[src/pkg/fcm_defs.svh]
// timing counts, command codes and register offsets for the flash command master
`ifndef FCM_DEFS_SVH
`define FCM_DEFS_SVH
`define FCM_CLK_MHZ 20
`define FCM_T_SETUP_NS 50
`define FCM_T_PULSE_NS 100
`define FCM_T_HOLD_NS 50
`define FCM_T_READ_NS 150
`define FCM_T_RST_NS 500
`define FCM_CYC_SETUP ((`FCM_T_SETUP_NS * `FCM_CLK_MHZ + 999) / 1000)
`define FCM_CYC_PULSE ((`FCM_T_PULSE_NS * `FCM_CLK_MHZ + 999) / 1000)
`define FCM_CYC_HOLD ((`FCM_T_HOLD_NS * `FCM_CLK_MHZ + 999) / 1000)
`define FCM_CYC_READ ((`FCM_T_READ_NS * `FCM_CLK_MHZ + 999) / 1000)
`define FCM_CYC_RST ((`FCM_T_RST_NS * `FCM_CLK_MHZ + 999) / 1000)
`define FCM_CMD_BYPASS 8'h20
`define FCM_CMD_BYPASS_PROG 8'ha0
`define FCM_CMD_BYPASS_EXIT1 8'h90
`define FCM_CMD_BYPASS_EXIT2 8'h00
`define FCM_PROT_OFS_WORD 8'h02
`define FCM_PROT_OFS_BYTE 8'h04
`define FCM_PROT_YES 8'h02
`define FCM_REG_CTRL 8'h00
`define FCM_REG_ADDR 8'h04
`define FCM_REG_WDATA 8'h08
`define FCM_REG_STATUS 8'h0c
`define FCM_REG_RDATA 8'h10
`define FCM_REG_MODE 8'h14
`define FCM_CTRL_GO_BIT 0
`define FCM_CTRL_OP_LSB 1
`define FCM_CTRL_WIDTH_BIT 4
`define FCM_ST_BUSY_BIT 0
`define FCM_ST_ERR_BIT 1
`define FCM_ST_PROT_BIT 2
`define FCM_RESP_OKAY 2'b00
`define FCM_RESP_SLVERR 2'b10
`endif

[src/pkg/fcm_pkg.sv]
// types for the flash command master
package fcm_pkg;
    typedef enum logic [2:0] {
        FCM_OP_RESET,
        FCM_OP_READ,
        FCM_OP_PROGRAM,
        FCM_OP_BYPASS_ENTER,
        FCM_OP_BYPASS_PROGRAM,
        FCM_OP_BYPASS_EXIT,
        FCM_OP_AUTOSELECT,
        FCM_OP_HW_RESET
    } fcm_op_t;
    typedef enum logic [1:0] {
        FCM_MODE_ARRAY,
        FCM_MODE_AUTOSELECT,
        FCM_MODE_BYPASS
    } fcm_mode_t;
endpackage

[src/verilog/fcm_master.sv]
// flash command master: sequences flash command writes, reached over AXI4-Lite
//
// The AXI4-Lite interface to the registers and the register addresses were decided locally.
`timescale 1ns/1ps
`include "fcm_defs.svh"
module fcm_master
    import fcm_pkg::*;
#(
    parameter int ADDR_W = 20,
    parameter int DATA_W = 32,
    parameter logic [ADDR_W-1:0] UNLOCK1_ADDR = 20'h00555,
    parameter logic [7:0] UNLOCK1_DATA = 8'haa,
    parameter logic [ADDR_W-1:0] UNLOCK2_ADDR = 20'h002aa,
    parameter logic [7:0] UNLOCK2_DATA = 8'h55,
    parameter logic [7:0] CMD_RESET = 8'hf0,
    parameter logic [7:0] CMD_PROG_SETUP = 8'ha0,
    parameter logic [7:0] CMD_AUTOSELECT = 8'h90
)(
    input wire logic aclk,
    input wire logic aresetn,
    input wire logic [7:0] s_axi_awaddr,
    input wire logic s_axi_awvalid,
    output logic s_axi_awready,
    input wire logic [31:0] s_axi_wdata,
    input wire logic [3:0] s_axi_wstrb,
    input wire logic s_axi_wvalid,
    output logic s_axi_wready,
    output logic [1:0] s_axi_bresp,
    output logic s_axi_bvalid,
    input wire logic s_axi_bready,
    input wire logic [7:0] s_axi_araddr,
    input wire logic s_axi_arvalid,
    output logic s_axi_arready,
    output logic [31:0] s_axi_rdata,
    output logic [1:0] s_axi_rresp,
    output logic s_axi_rvalid,
    input wire logic s_axi_rready,
    output logic [ADDR_W-1:0] flash_addr,
    output logic flash_chip_select_n,
    output logic flash_write_strobe_n,
    output logic flash_output_enable_n,
    output logic [DATA_W-1:0] flash_data_out,
    output logic flash_data_oe,
    input wire logic [DATA_W-1:0] flash_data_in,
    output logic flash_reset_n,
    output logic width_select,
    input wire logic ready_busy_n
);
    localparam logic [15:0] CYC_RST = 16'(`FCM_CYC_RST);
    typedef enum logic [2:0] {M_IDLE, M_CYCLE, M_WAIT, M_BUSY, M_HWRST} fcm_m_state_t;

    fcm_m_state_t state_q;
    fcm_mode_t mode_q;
    fcm_op_t op_q;
    logic [ADDR_W-1:0] addr_q;
    logic [DATA_W-1:0] wdata_q;
    logic [DATA_W-1:0] rdata_q;
    logic width_q;
    logic busy_q, err_q, prot_q;
    logic [2:0] step_q;
    logic [15:0] rst_cnt_q;
    logic go;
    logic [2:0] go_op;
    logic bc_start, bc_write, bc_done;
    logic [ADDR_W-1:0] bc_addr;
    logic [DATA_W-1:0] bc_wdata, bc_rdata;
    logic last_step;
    logic aw_have_q, w_have_q;
    logic [7:0] aw_addr_q;
    logic [31:0] w_data_q;

    // address and data taken in either order
    assign s_axi_awready = !aw_have_q && !s_axi_bvalid;
    assign s_axi_wready = !w_have_q && !s_axi_bvalid;
    assign s_axi_arready = !s_axi_rvalid;

    always_ff @(posedge aclk)
    begin
        if (!aresetn)
        begin
            aw_have_q <= 1'b0;
            w_have_q <= 1'b0;
            aw_addr_q <= 8'h00;
            w_data_q <= 32'h0;
            s_axi_bvalid <= 1'b0;
            s_axi_bresp <= `FCM_RESP_OKAY;
        end
        else
        begin
            if (s_axi_awvalid && s_axi_awready)
            begin
                aw_have_q <= 1'b1;
                aw_addr_q <= s_axi_awaddr;
            end
            if (s_axi_wvalid && s_axi_wready)
            begin
                w_have_q <= 1'b1;
                w_data_q <= s_axi_wdata;
            end
            if (aw_have_q && w_have_q)
            begin
                aw_have_q <= 1'b0;
                w_have_q <= 1'b0;
                s_axi_bvalid <= 1'b1;
                s_axi_bresp <= (aw_addr_q[7:2] > (`FCM_REG_MODE >> 2)) ? `FCM_RESP_SLVERR : `FCM_RESP_OKAY;
            end
            else if (s_axi_bvalid && s_axi_bready)
                s_axi_bvalid <= 1'b0;
        end
    end

    assign go = aw_have_q && w_have_q && aw_addr_q == `FCM_REG_CTRL && w_data_q[`FCM_CTRL_GO_BIT];
    assign go_op = w_data_q[`FCM_CTRL_OP_LSB +: 3];

    always_ff @(posedge aclk)
    begin
        if (!aresetn)
        begin
            addr_q <= '0;
            wdata_q <= '0;
            width_q <= 1'b1;
        end
        else if (aw_have_q && w_have_q && !busy_q)
        begin
            if (aw_addr_q == `FCM_REG_ADDR)
                addr_q <= w_data_q[ADDR_W-1:0];
            if (aw_addr_q == `FCM_REG_WDATA)
                wdata_q <= w_data_q[DATA_W-1:0];
            if (aw_addr_q == `FCM_REG_CTRL)
                width_q <= w_data_q[`FCM_CTRL_WIDTH_BIT];
        end
    end

    // AXI read
    always_ff @(posedge aclk)
    begin
        if (!aresetn)
        begin
            s_axi_rvalid <= 1'b0;
            s_axi_rdata <= 32'h0;
            s_axi_rresp <= `FCM_RESP_OKAY;
        end
        else if (s_axi_arvalid && s_axi_arready)
        begin
            s_axi_rvalid <= 1'b1;
            s_axi_rresp <= `FCM_RESP_OKAY;
            unique case (s_axi_araddr)
                `FCM_REG_CTRL: s_axi_rdata <= 32'({op_q, 1'b0} | (32'(width_q) << `FCM_CTRL_WIDTH_BIT));
                `FCM_REG_ADDR: s_axi_rdata <= 32'(addr_q);
                `FCM_REG_WDATA: s_axi_rdata <= 32'(wdata_q);
                `FCM_REG_STATUS: s_axi_rdata <= 32'({prot_q, err_q, busy_q});
                `FCM_REG_RDATA: s_axi_rdata <= 32'(rdata_q);
                `FCM_REG_MODE: s_axi_rdata <= 32'(mode_q);
                default:
                begin
                    s_axi_rdata <= 32'h0;
                    s_axi_rresp <= `FCM_RESP_SLVERR;
                end
            endcase
        end
        else if (s_axi_rvalid && s_axi_rready)
            s_axi_rvalid <= 1'b0;
    end

    // one bus cycle per step of the selected sequence
    always_comb
    begin
        bc_write = 1'b1;
        bc_addr = addr_q;
        bc_wdata = wdata_q;
        last_step = 1'b1;
        unique case (op_q)
            FCM_OP_RESET:
                bc_wdata = DATA_W'(CMD_RESET);
            FCM_OP_READ:
            begin
                bc_write = 1'b0;
                // offset by width
                if (mode_q == FCM_MODE_AUTOSELECT)
                    bc_addr = {addr_q[ADDR_W-1:8], width_q ? `FCM_PROT_OFS_WORD : `FCM_PROT_OFS_BYTE};
            end
            FCM_OP_PROGRAM, FCM_OP_BYPASS_ENTER, FCM_OP_AUTOSELECT:
            begin
                // two unlocks then the command code; program adds a fourth step writing wdata_q to addr_q
                last_step = (step_q == 3'd3) || (op_q != FCM_OP_PROGRAM && step_q == 3'd2);
                unique case (step_q)
                    3'd0:
                    begin
                        bc_addr = UNLOCK1_ADDR;
                        bc_wdata = DATA_W'(UNLOCK1_DATA);
                    end
                    3'd1:
                    begin
                        bc_addr = UNLOCK2_ADDR;
                        bc_wdata = DATA_W'(UNLOCK2_DATA);
                    end
                    3'd2:
                    begin
                        bc_addr = UNLOCK1_ADDR;
                        bc_wdata = op_q == FCM_OP_PROGRAM ? DATA_W'(CMD_PROG_SETUP) :
                            op_q == FCM_OP_AUTOSELECT ? DATA_W'(CMD_AUTOSELECT) : DATA_W'(`FCM_CMD_BYPASS);
                    end
                    default: ;
                endcase
            end
            FCM_OP_BYPASS_PROGRAM:
            begin
                last_step = step_q == 3'd1;
                if (step_q == 3'd0)
                    bc_wdata = DATA_W'(`FCM_CMD_BYPASS_PROG);
            end
            FCM_OP_BYPASS_EXIT:
            begin
                last_step = step_q == 3'd1;
                bc_wdata = step_q == 3'd0 ? DATA_W'(`FCM_CMD_BYPASS_EXIT1) : DATA_W'(`FCM_CMD_BYPASS_EXIT2);
            end
            FCM_OP_HW_RESET: ;
        endcase
    end

    assign bc_start = state_q == M_CYCLE;

    always_ff @(posedge aclk)
    begin
        if (!aresetn)
        begin
            state_q <= M_IDLE;
            op_q <= FCM_OP_RESET;
            step_q <= 3'd0;
            busy_q <= 1'b0;
            rst_cnt_q <= 16'h0;
        end
        else
        begin
            unique case (state_q)
                M_IDLE:
                begin
                    if (go)
                    begin
                        op_q <= fcm_op_t'(go_op);
                        step_q <= 3'd0;
                        busy_q <= 1'b1;
                        rst_cnt_q <= CYC_RST;
                        state_q <= fcm_op_t'(go_op) == FCM_OP_HW_RESET ? M_HWRST : M_CYCLE;
                    end
                end
                M_CYCLE:
                    state_q <= M_WAIT;
                M_WAIT:
                begin
                    if (bc_done)
                    begin
                        step_q <= step_q + 3'd1;
                        // wait out the algorithm; writes meanwhile would be ignored
                        if (last_step && (op_q == FCM_OP_PROGRAM || op_q == FCM_OP_BYPASS_PROGRAM))
                            state_q <= M_BUSY;
                        else if (last_step)
                        begin
                            busy_q <= 1'b0;
                            state_q <= M_IDLE;
                        end
                        else
                            state_q <= M_CYCLE;
                    end
                end
                M_BUSY:
                begin
                    if (ready_busy_n)
                    begin
                        busy_q <= 1'b0;
                        state_q <= M_IDLE;
                    end
                end
                M_HWRST:
                begin
                    // long enough to abort
                    if (rst_cnt_q <= 16'h1)
                    begin
                        busy_q <= 1'b0;
                        state_q <= M_IDLE;
                    end
                    else
                        rst_cnt_q <= rst_cnt_q - 16'h1;
                end
            endcase
        end
    end

    // device mode shadow
    always_ff @(posedge aclk)
    begin
        if (!aresetn || state_q == M_HWRST)
            mode_q <= FCM_MODE_ARRAY;
        else if (state_q == M_WAIT && bc_done && last_step)
        begin
            unique case (op_q)
                FCM_OP_RESET: if (mode_q != FCM_MODE_BYPASS) mode_q <= FCM_MODE_ARRAY;
                FCM_OP_AUTOSELECT: mode_q <= FCM_MODE_AUTOSELECT;
                FCM_OP_BYPASS_ENTER: mode_q <= FCM_MODE_BYPASS;
                FCM_OP_BYPASS_EXIT: mode_q <= FCM_MODE_ARRAY;
                default: ;
            endcase
        end
    end

    always_ff @(posedge aclk)
    begin
        if (!aresetn)
        begin
            rdata_q <= '0;
            err_q <= 1'b0;
            prot_q <= 1'b0;
        end
        else
        begin
            if (state_q == M_WAIT && bc_done && op_q == FCM_OP_READ)
            begin
                rdata_q <= bc_rdata;
                prot_q <= mode_q == FCM_MODE_AUTOSELECT && bc_rdata[7:0] == `FCM_PROT_YES;
            end
            if (state_q == M_IDLE && go)
                err_q <= 1'b0;
        end
    end

    always_ff @(posedge aclk)
        flash_reset_n <= aresetn && state_q != M_HWRST;

    assign width_select = width_q;

    fcm_bus_cycle #(
        .ADDR_W(ADDR_W),
        .DATA_W(DATA_W)
    ) u_cycle (
        .aclk(aclk),
        .aresetn(aresetn),
        .start(bc_start),
        .is_write(bc_write),
        .addr(bc_addr),
        .wdata(bc_wdata),
        .done(bc_done),
        .rdata(bc_rdata),
        .flash_addr(flash_addr),
        .flash_chip_select_n(flash_chip_select_n),
        .flash_write_strobe_n(flash_write_strobe_n),
        .flash_output_enable_n(flash_output_enable_n),
        .flash_data_out(flash_data_out),
        .flash_data_oe(flash_data_oe),
        .flash_data_in(flash_data_in)
    );
endmodule // fcm_master

[src/verilog/fcm_bus_cycle.sv]
// one flash bus cycle: write strobe pulse or output-enable read
`timescale 1ns/1ps
`include "fcm_defs.svh"
module fcm_bus_cycle
    import fcm_pkg::*;
#(
    parameter int ADDR_W = 20,
    parameter int DATA_W = 32
)(
    input wire logic aclk,
    input wire logic aresetn,
    input wire logic start,
    input wire logic is_write,
    input wire logic [ADDR_W-1:0] addr,
    input wire logic [DATA_W-1:0] wdata,
    output logic done,
    output logic [DATA_W-1:0] rdata,
    output logic [ADDR_W-1:0] flash_addr,
    output logic flash_chip_select_n,
    output logic flash_write_strobe_n,
    output logic flash_output_enable_n,
    output logic [DATA_W-1:0] flash_data_out,
    output logic flash_data_oe,
    input wire logic [DATA_W-1:0] flash_data_in
);
    typedef enum logic [2:0] {BC_IDLE, BC_SETUP, BC_PULSE, BC_HOLD, BC_READ} fcm_bc_state_t;
    localparam logic [7:0] CYC_SETUP = 8'(`FCM_CYC_SETUP);
    localparam logic [7:0] CYC_PULSE = 8'(`FCM_CYC_PULSE);
    localparam logic [7:0] CYC_HOLD = 8'(`FCM_CYC_HOLD);
    localparam logic [7:0] CYC_READ = 8'(`FCM_CYC_READ);
    fcm_bc_state_t state_q;
    logic [7:0] cnt_q;
    logic wr_q;

    always_ff @(posedge aclk)
    begin
        if (!aresetn)
        begin
            state_q <= BC_IDLE;
            cnt_q <= 8'h00;
            wr_q <= 1'b0;
            done <= 1'b0;
        end
        else
        begin
            done <= 1'b0;
            cnt_q <= cnt_q - 8'h01;
            unique case (state_q)
                BC_IDLE:
                begin
                    if (start)
                    begin
                        wr_q <= is_write;
                        cnt_q <= CYC_SETUP;
                        state_q <= BC_SETUP;
                    end
                end
                BC_SETUP:
                begin
                    // address settles before the later falling strobe edge
                    if (cnt_q <= 8'h01)
                    begin
                        cnt_q <= wr_q ? CYC_PULSE : CYC_READ;
                        state_q <= wr_q ? BC_PULSE : BC_READ;
                    end
                end
                BC_PULSE, BC_READ:
                begin
                    if (cnt_q <= 8'h01)
                    begin
                        cnt_q <= CYC_HOLD;
                        state_q <= BC_HOLD;
                    end
                end
                BC_HOLD:
                begin
                    if (cnt_q <= 8'h01)
                    begin
                        done <= 1'b1;
                        state_q <= BC_IDLE;
                    end
                end
            endcase
        end
    end

    always_ff @(posedge aclk)
    begin
        if (!aresetn)
        begin
            flash_addr <= '0;
            flash_data_out <= '0;
            rdata <= '0;
        end
        else
        begin
            if (state_q == BC_IDLE && start)
            begin
                flash_addr <= addr;
                flash_data_out <= wdata;
            end
            if (state_q == BC_READ && cnt_q <= 8'h01)
                rdata <= flash_data_in;
        end
    end

    // write = select and strobe low with output enable high
    always_ff @(posedge aclk)
    begin
        if (!aresetn)
        begin
            flash_chip_select_n <= 1'b1;
            flash_write_strobe_n <= 1'b1;
            flash_output_enable_n <= 1'b1;
            flash_data_oe <= 1'b0;
        end
        else
        begin
            flash_chip_select_n <= !(state_q == BC_SETUP || state_q == BC_PULSE || state_q == BC_READ ||
                (state_q == BC_IDLE && start));
            // data held through the strobe rising edge, released after hold
            flash_write_strobe_n <= !(state_q == BC_SETUP && wr_q && cnt_q <= 8'h01) &&
                !(state_q == BC_PULSE && cnt_q > 8'h01);
            flash_output_enable_n <= !((state_q == BC_SETUP && !wr_q && cnt_q <= 8'h01) ||
                (state_q == BC_READ && cnt_q > 8'h01));
            flash_data_oe <= (state_q == BC_IDLE && start && is_write) ||
                (wr_q && (state_q == BC_SETUP || state_q == BC_PULSE ||
                (state_q == BC_HOLD && cnt_q > 8'h01)));
        end
    end
endmodule // fcm_bus_cycle

[config.mk]
export PLATFORM = sky130hd
export DESIGN_NAME = fcm_master
export DESIGN_NICKNAME = d
export VERILOG_FILES = /design/src/pkg/fcm_pkg.sv /design/src/verilog/fcm_master.sv /design/src/verilog/fcm_bus_cycle.sv
export VERILOG_INCLUDE_DIRS = /design/src /design/src/pkg
export SDC_FILE = /design/constraint.sdc
export NUM_CORES = 1
export LEC_CHECK = 0
export BUFFER_PORTS_ARGS = -buffer_cell sky130_fd_sc_hd__buf_2
export CELL_PAD_IN_SITES_DETAIL_PLACEMENT = 1
export CELL_PAD_IN_SITES_GLOBAL_PLACEMENT = 2
export CORE_MARGIN = 3
export CORE_UTILIZATION = 30
export CTS_CLUSTER_DIAMETER = 50
export DETAILED_ROUTE_END_ITERATION = 8
export GPL_ROUTABILITY_DRIVEN = 0
export HOLD_SLACK_MARGIN = 0.02
export MAX_ROUTING_LAYER = met4
export PLACE_DENSITY_LB_ADDON = 0.1
export SLEW_MARGIN = 20
export SYNTH_ARGS = -nofsm -noshare
export SYNTH_HDL_FRONTEND = slang
export SYNTH_SLANG_ARGS = --single-unit
[constraint.sdc]
create_clock -name aclk -period 2.35 [get_ports aclk]
set_input_delay 0.235 -clock aclk [delete_from_list [all_inputs] [get_ports aclk]]
set_output_delay 0.235 -clock aclk [all_outputs]
set_load 0.1 [all_outputs]
==> results of run 1 <==
metal layers:
metal	part of all wire	global-route usage	up-vias
li1	-	-	5665
met1	0.49	0.289	5534
met2	0.46	0.318	188
met3	0.038	0.0283	46
met4	0.014	0.0367	0
met5	0	-	-
power breakdown:
group / internal, µW / switching, µW / total [µW] / leakage, µW
sequential: 5170 / 161 / 5340 / 0.00238
combinational: 690 / 1320 / 2010 / 0.00322
clock: 3740 / 2390 / 6140 / 0.000651
total: 9610 / 3870 / 13500 / 0.00625
worst max-delay path by stage:
stage                                start                     to  slack (ns)
after global routing          aw_addr_q[0]            wdata_q[26]       -0.03
after detailed placement        state_q[0]  u_cycle.flash_addr[1]       -0.08
after global placement          state_q[2]  u_cycle.flash_addr[1]       -0.09
final                     u_cycle.cnt_q[3]       u_cycle.cnt_q[7]        0.09
after CTS                 u_cycle.cnt_q[3]       u_cycle.cnt_q[7]        0.02
after floorplan               s_axi_bvalid            w_data_q[0]        0.07
cell type report:
cell class / instances / area share
diodes: 2 / 0.000308
clock buffers: 52 / 0.0669
clock inverters: 21 / 0.0156
inverters: 24 / 0.00585
multi-input cells: 1056 / 0.361
flip-flops and latches: 294 / 0.362
well taps: 525 / 0.0404
repair buffers: 336 / 0.147
flip-flops by register name, indices dropped and copies added (netlist names), 20 cells and up:
register and count:
addr_q 20, u_cycle.flash_data_out 32, s_axi_rdata 32, rdata_q 32, w_data_q 32, u_cycle.flash_addr 20
wdata_q 32, u_cycle.rdata 32
logic make-up after synthesis:
group | Yosys count | share of synthesized area
simple gates | 608 | 0.220
compound gates | 355 | 0.179
flops | 294 | 0.482
buf+inv | 131 | 0.0424
mux | 65 | 0.0551
xor+xnor | 16 | 0.0115
fa+ha+maj | 10 | 0.0100
other cells | 1 | 0.000307
timing repair:
action	CTS	global route
hold buffers	74	0
endpoints found under the setup margin	7	100
pin swaps	0	3
gates cloned	0	1
buffers inserted	0	1
resized for setup	2	12
endpoints found under the hold margin	74	0
placed cells by master (no fill, tap or decap), drive strengths merged, types with 6 or more instances in the layout:
master / Yosys / routed
a21oi: 175 / 175
a22o: 28 / 28
a22oi: 37 / 37
a31oi: 9 / 9
and2: 10 / 10
and3: 7 / 7
buf: 17 / 261
clkbuf: 90 / 53
clkinv: 1 / 10
dfxtp: 294 / 294
dlygate4sd3: 0 / 74
ha: 9 / 9
inv: 23 / 28
mux2: 7 / 7
mux2i: 57 / 57
nand2: 301 / 301
nand2b: 14 / 14
nand3: 45 / 45
nor2: 152 / 152
nor2b: 7 / 7
nor3: 15 / 15
nor3b: 6 / 6
nor4: 12 / 12
nor4b: 6 / 6
o211ai: 9 / 9
o21ai: 48 / 48
or3: 8 / 8
xnor2: 11 / 11
through the flow:
step	hold WS, ns	worst slack, ns
2_1_floorplan	0.371	0.0704
3_3_place_gp	0.435	-0.0854
3_5_place_dp	0.446	-0.0767
4_1_cts	0.123	0.0220
5_1_grt	0.169	-0.0259
6_report	0.129	0.0877
worst max-delay path, delay by kind of cell, from the launching register on:
| kind | cells | cell delay, ns |
|---|---|---|
| flops | 1 | 0.33 |
| simple gates | 5 | 1.82 |
==> results.md, run 1 <==
* Worst reg2reg endpoint: u_cycle.cnt_q[7]
* Reg2Reg Setup Slack at 0.09 ns
* DRC violations left at 0
* Total Wirelength at 44300 µm
* FF-to-FF path depth at 5
* Distinct cells, synth at 75
* Starting Density at 0.306
* Clock Latency Late Sink at 0.53 ns
* Worst r2r src: u_cycle.cnt_q[3]
* # setup viols final at 0
* Syn Inst Count at 1480
* Die width at 208 µm
* Total power draw at 13500 µW
* Worst-path clk slew at 0.05 ns
* I/O Buffers at 184
* Hold path endpoint: busy_q
* TritonCTS Buffers at 40
* Post-synthesis register bit count at 294
* Placed cells at 2159
* Die area at 43100 µm²
* Slew @ Worst Pin at 0.912 ns
* Top-area cell type share of the netlist area at 0.482
* Number of enable flip-flop cells after synthesis at 0
* Leakage at 0.00625 µW
* Synth area leader: dfxtp_1
* Period utilization at 0.963
* CP Data Arrival Time at 2.67 ns
* Status: finished, final reports clean
* Vias in the first global route at 11500
* Seq. cell area at 5890 µm²
* First-pass GRT wire length at 69000 µm
* Largest net degree at the start of global routing at 95
* Clock sinks at 294
* Area Growth Syn to Fin at 33.1%
* Antenna-violating nets left at 0
* Design Area, Final at 16200 µm²
* Root buffer cell: clkbuf_16
* Pwr Density at 830 nW/µm²
* Layout net count at 1853
* Peak supply drop at 0.435 mV
* Ratio of cells with drive above 1 in the final layout at 0.206
* Filler cells at 4732
* Routed WL per cell at 19.2 µm
* Synth async-reset ratio at 0
* Fin util at 0.407
* HP Start: ready_busy_n
* Ys Warns at 0
* Multi-input gate area at 5870 µm²
* Crit-path max FO at 6
* Setup TNS at 0 ns
* IO Count at 191
* Max Cap Viol at 0
* CP max stage cell: or4_4
* Via count at 11400
* Area of the core at 39900 µm²
* Final Skew at 0.0132 ns
* Final Non-Filler Cells at 2310
* Final hold vios at 0
* Syn Std Cell Area at 12200 µm²
* Startpoint types: flip-flop
* First-pass iteration count of the detailed router at 5
* Ys flop type: dfxtp_1
* Max Freq at 0.442 GHz
* Cell Area, Placed at 14100 µm²
* WS Path Type: reg2reg
* Dpl hpwl at 31200 µm
* CTS tree: built
* Worst EP required at 2.76 ns
* Crit-path cells: or4_4, or4_4, or4_4, nand4_1, nor2_1
* Std cell rows at 73
* Most numerous cell in the Yosys netlist: nand2_1
* Minimum clock period at 2.26 ns
* Initial antenna violation count at 1
* Post-synthesis area per instance at 8.25 µm²
* DRT iter0 DRCs at 500
* Register area share after synthesis at 0.482
* GRT Total Usage at 0.205
* Die Y at 208 µm
* Hold Crit Depth at 4
* Clock Tree Buf Depth at 3
* Max-slew headroom at 0.391
* Worst Hold Class: in2reg
* Synth top cells by count: nand2_1, dfxtp_1, a21oi_1
* Most used cell, CP: or4_4
* Worst stage delay on the critical path at 0.53 ns
* Max Transition Viols Final at 0
* DR vias/cell at 4.95
* Worst Setup End Kind: flip-flop
* Gr ovfl total at 0
* Synth area leaders: dfxtp_1, nand2_1, a21oi_1, mux2i_1, nor2_1
* H-tree depth at 2
Power figures use the tool's default switching activity.
==> inputs of run 2 (changes only) <==
--- a/config.mk
+++ b/config.mk
@@ -17,6 +17,7 @@
 export HOLD_SLACK_MARGIN = 0.02
 export MAX_ROUTING_LAYER = met4
 export PLACE_DENSITY_LB_ADDON = 0.1
+export RECOVER_POWER = 100
 export SLEW_MARGIN = 20
 export SYNTH_ARGS = -nofsm -noshare
 export SYNTH_HDL_FRONTEND = slang
==> constraint.sdc (replaced) <==
create_clock -name aclk -period 2.35 [get_ports aclk]
set_input_delay 0.235 -clock aclk [delete_from_list [all_inputs] [get_ports aclk]]
set_output_delay 0.235 -clock aclk [all_outputs]
set_load 0.02 [all_outputs]
==> run 2 against run 1 <==
Compared with the run above:
- non-clock buffer count rose by 9
- clock power increased by 9.4%
- worst setup slack got worse by 0.039 ns
- power rose by 1.2%
- wire length increased by 0.75%
- count of clock-buffer cells in the layout is 4 higher
- die area unchanged
- final cell count rose by 0.65%
- design area shrank 0.24%
- critical path depth is 2 higher
- clock skew is 0.0026 ns higher
- maximum frequency down 1.7%
- critical endpoint is now wdata_q[21]
- largest cell class unchanged
- largest power group unchanged
==> results.md, run 2 (synthesis results as in run 1) <==
* Status: finished, final reports clean
* Starting Density at 0.306
* FF-to-FF path depth at 7
* Die Y at 208 µm
* Crit-path cells: or4_1, or2_4, nor4b_4, buf_4, buf_8, mux2i_1, nor2_1
* Period utilization at 0.979
* DR vias/cell at 5.01
* Max Freq at 0.435 GHz
* Reg2Reg Setup Slack at 0.05 ns
* Area Growth Syn to Fin at 32.8%
* Root buffer cell: clkbuf_16
* Vias in the first global route at 11700
* Placed cells at 2167
* Worst r2r src: aw_addr_q[7]
* I/O Buffers at 184
* Pwr Density at 842 nW/µm²
* CP max stage cell: or4_1
* Worst path top cell family by delay: simple AND/OR/NAND/NOR gates
* Max Cap Viol at 0
* CTS tree: built
* Final hold vios at 0
* Std cell rows at 73
* Routed WL per cell at 19.2 µm
* Critical path depth at 7
* Clock Tree Buf Depth at 3
* Gr ovfl total at 0
* HP Start: aresetn
* Ratio of cells with drive above 1 in the final layout at 0.149
* Most frequent cells in the layout: nand2_1, dfxtp_1, a21oi_1, nor2_1, clkbuf_1
* Layout net count at 1865
* TritonCTS Buffers at 43
* Crit path to: wdata_q[21]
* Worst EP required at 2.79 ns
* Sum of buffers and inverters on the critical path at 2
* Total power draw at 13600 µW
* Die width at 208 µm
* WS Path Type: reg2reg
* # setup viols final at 0
* Multi-input gate area at 5830 µm²
* Peak supply drop at 0.446 mV
* Beginning of the critical path: aw_addr_q[7]
* DRC violations left at 0
* Worst reg2reg endpoint: wdata_q[21]
* Final Skew at 0.0158 ns
* Leakage at 0.00589 µW
* Largest net degree at the start of global routing at 84
* Worst Setup End Kind: flip-flop
* CP Data Arrival Time at 2.74 ns
* Fin util at 0.406
* Max Transition Viols Final at 0
* Clock Latency Late Sink at 0.56 ns
* Clock sinks at 294
* Area of the core at 39900 µm²
* H-tree depth at 2
* Worst-path clk slew at 0.06 ns
* First-pass GRT wire length at 68500 µm
* DRT iter0 DRCs at 577
* Filler cells at 4794
* Startpoint types: flip-flop
* Commonest non-fill, non-tap cell in the layout: nand2_1
* Slew @ Worst Pin at 0.949 ns
* Via count at 11700
* Cell Area, Placed at 14100 µm²
* Seq. cell area at 5890 µm²
* Antenna-violating nets left at 0
* Dpl hpwl at 31700 µm
* Crit-path max FO at 16
* GRT Total Usage at 0.205
* Max-slew headroom at 0.366
* Setup TNS at 0 ns
* Final Non-Filler Cells at 2325
* Design Area, Final at 16200 µm²
* IO Count at 191
* Initial antenna violation count at 1
* Die area at 43100 µm²
* Total Wirelength at 44600 µm
* Worst stage delay on the critical path at 0.57 ns
* Minimum clock period at 2.30 ns
* First-pass iteration count of the detailed router at 4
* Worst Hold Class: in2reg
-- run 2: cell types whose count changed in the layout (fill, tap and decap cells not counted), moves of 4 or more --
cell | previous run | this run
clkbuf_1 | 8 | 116
buf_12 | 10 | 6
buf_4 | 67 | 59
and2_1 | 10 | 6
clkbuf_2 | 0 | 5
and2_0 | 0 | 4
buf_2 | 184 | 88
-- run 2: worst min-delay path: stages --
cell	delay, ns
buf_2	0.19
o21ai_0	0.12
a21oi_1	0.04
-- run 2: what timing repair did --
action                                  4_1_cts  5_1_grt
hold buffers                                 74        0
gates resized for setup                       2        8
endpoints found under the hold margin        74        0
pin swaps                                     0        3
gates cloned                                  0        1
endpoints found under the setup margin        7       64
buffers inserted                              0        2
-- run 2: cell type report --
cell class / count / area share
Tap cell: 525 / 0.0405
Timing Repair Buffer: 345 / 0.139
Inverter: 24 / 0.00587
Clock inverter: 24 / 0.0192
Antenna cell: 1 / 0.000154
Multi-Input combinational cell: 1056 / 0.360
Clock buffer: 56 / 0.0725
Sequential cell: 294 / 0.363
-- run 2: worst min path at each step --
stage / depth (start not counted) / endpoint / slack, ns
floorplan: 2 / aw_addr_q[0] / 0.37
global placement: 2 / u_cycle.flash_data_out[2] / 0.44
detailed placement: 2 / u_cycle.flash_data_out[9] / 0.44
CTS: 3 / s_axi_rresp[1] / 0.06
global route: 3 / s_axi_rresp[1] / 0.11
finish: 3 / s_axi_rresp[1] / 0.08
-- run 2: layer usage --
metal | up-vias | wire length, µm | share of wire | global-route usage
li1 | 5693 | - | - | -
met1 | 5691 | 21800 | 0.49 | 0.286
met2 | 215 | 20100 | 0.45 | 0.314
met3 | 56 | 1750 | 0.039 | 0.0283
met4 | 0 | 866 | 0.019 | 0.0553
met5 | - | 0 | 0 | -
-- run 2: report_power, final --
part | internal (µW) | total [µW] | switching (µW)
Combinational | 619 | 1590 | 970
Clock | 4220 | 6720 | 2500
Sequential | 5180 | 5330 | 152
-- run 2: per-stage QoR --
step | setup slack (ns) | hold WS, ns
after floorplan | 0.0743 | 0.371
after CTS | 0.00550 | 0.0610
after detailed placement | -0.0199 | 0.444
after global placement | -0.0667 | 0.438
final | 0.0489 | 0.0842
after global routing | -0.0262 | 0.109
==> inputs of run 3 (changes only) <==
--- a/config.mk
+++ b/config.mk
@@ -6,7 +6,7 @@
 export SDC_FILE = /design/constraint.sdc
 export NUM_CORES = 1
 export LEC_CHECK = 0
-export BUFFER_PORTS_ARGS = -buffer_cell sky130_fd_sc_hd__buf_2
+export BUFFER_PORTS_ARGS = -buffer_cell sky130_fd_sc_hd__clkbuf_2
 export CELL_PAD_IN_SITES_DETAIL_PLACEMENT = 1
 export CELL_PAD_IN_SITES_GLOBAL_PLACEMENT = 2
 export CORE_MARGIN = 3
==> run 3 against run 2 <==
Compared with the run above:
- global-route usage is essentially flat
- design area shrank 0.71%
- worst setup slack gained 0.033 ns
- combinational power is essentially flat
- maximum frequency grew 1.4%
- clock skew grew 0.0052 ns
- sequential share of layout area grew 0.26 points
- via count shrank 0.93%
- power shrank 3.2%
- first-iteration DRC count grew 5.4%
- wire length is essentially flat
- critical path depth is the same
- largest power group unchanged
==> results.md, run 3 (synthesis results as in run 1) <==
* Vias in the first global route at 11700
* RSZ-0062 raised after global routing: false
* WS Path Type: reg2reg
* Status: finished, final reports clean
* Worst Setup End Kind: flip-flop
* Worst-path clk slew at 0.05 ns
* I/O Buffers at 184
* DR vias/cell at 4.99
* H-tree depth at 2
* Max Transition Viols Final at 0
* Clock sinks at 294
* First-pass iteration count of the detailed router at 4
* Final hold vios at 0
* GRT Total Usage at 0.205
* Setup TNS at 0 ns
* Period utilization at 0.965
* Antenna Diode Count at 0
* Slew @ Worst Pin at 0.995 ns
* Via count at 11500
* Area Growth Syn to Fin at 31.8%
* Startpoint types: flip-flop
* Max Freq at 0.441 GHz
* CP Data Arrival Time at 2.74 ns
* IO Count at 191
* Starting Density at 0.306
* Most frequent cells in the layout: nand2_1, dfxtp_1, a21oi_1, nor2_1, clkbuf_1
* Total Wirelength at 44600 µm
* Crit-path max FO at 36
* Largest net degree at the start of global routing at 77
* Max Cap Viol at 0
* Std cell rows at 73
* Worst EP required at 2.82 ns
* Root buffer cell: clkbuf_16
* Final Skew at 0.0210 ns
* Clock Tree Buf Depth at 3
* # setup viols final at 0
* Met2 Usage GRT at 0.315
* Commonest non-fill, non-tap cell in the layout: nand2_1
* Routed WL per cell at 19.3 µm
* Pwr Density at 821 nW/µm²
* Area of the core at 39900 µm²
* TritonCTS Buffers at 41
* Met3 GRT Util at 0.0355
* Die area at 43100 µm²
* GR Util met1 at 0.286
* DRC violations left at 0
* Die Y at 208 µm
* Busiest grt layer: met2
* Leakage at 0.00585 µW
* Die width at 208 µm
* Minimum clock period at 2.27 ns
* DRT iter0 DRCs at 608
* Max-slew headroom at 0.335
* Total power draw at 13200 µW
* Worst Hold Class: in2reg
* Antenna-violating nets left at 0
* Layout net count at 1862
* First-pass GRT wire length at 68700 µm
* Clock Latency Late Sink at 0.54 ns
* Initial antenna violation count at 0
* Gr ovfl total at 0
* Ratio of cells with drive above 1 in the final layout at 0.146
* CTS tree: built
* Dpl hpwl at 31500 µm
* Peak supply drop at 0.395 mV
-- run 3: changes by cell type in the layout (fill, tap and decap cells not counted), sizes merged --
cell,previous run,this run
buf,156,68
clkbuf,171,255
clkinv,9,7
clkinvlp,5,3
bufinv,6,5
diode,1,0
inv,28,27
-- run 3: metrics by stage --
| stage | setup WS (ns) | util | instances | hold slack (ns) | instance area [µm²] |
|---|---|---|---|---|---|
| after detailed placement | 0.00000822 | 0.354 | 2166 | 0.445 | 14100 |
| final | 0.0816 | 0.403 | 2314 | 0.124 | 16100 |
| after floorplan | 0.0743 | - | 1481 | 0.371 | 12200 |
| after global routing | 0.00677 | 0.403 | 2314 | 0.140 | 16100 |
| after CTS | 0.0123 | 0.407 | 2311 | 0.0945 | 16200 |
| after global placement | 0.0117 | 0.354 | 2166 | 0.442 | 14100 |
-- run 3: layer usage --
metal | up-vias | routed length [µm] | share of wire
li1 | 5665 | - | -
met1 | 5608 | 21900 | 0.49
met2 | 204 | 20100 | 0.45
met3 | 70 | 1780 | 0.040
met4 | 0 | 856 | 0.019
met5 | - | 0 | 0
-- run 3: path summary, 6_finish.rpt --
kind	cells after the start	slack [ns]	end	startpoint
worst max register to register	7	0.08	u_cycle.flash_addr[18]	state_q[2]
worst max-delay path	7	0.08	u_cycle.flash_addr[18]	state_q[2]
worst min register to register	2	0.45	u_cycle.flash_data_out[9]	u_cycle.flash_data_out[9]
worst min-delay path	4	0.12	busy_q	ready_busy_n
-- run 3: repair_timing --
item                       4_1_cts  5_1_grt
setup endpoints to repair        5       59
gates resized for setup          1       11
pin swaps                        0        3
buffers inserted                 0        2
hold endpoints to repair        74        0
hold buffers                    74        0
gates cloned                     0        1
-- run 3: worst max-delay path, stage by stage (launching register included) --
cell,delay (ns)
dfxtp_1,0.30
or3b_2,0.49
or4_2,0.69
buf_12,0.23
a21oi_2,0.11
buf_4,0.18
a22oi_1,0.08
nor2_1,0.10
-- run 3: report_power, final --
part | internal, µW | switching, µW | total (µW)
clock network | 3920 | 2350 | 6270
logic | 644 | 970 | 1610
registers | 5180 | 148 | 5320
total | 9740 | 3460 | 13200
-- run 3: final cells by class --
cell class	instances	area, µm²
repair buffers	344	2260
flip-flops and latches	294	5890
fillers	4785	23800
clock buffers	53	1120
well taps	525	657
clock inverters	18	241
inverters	24	95.1
multi-input cells	1056	5830
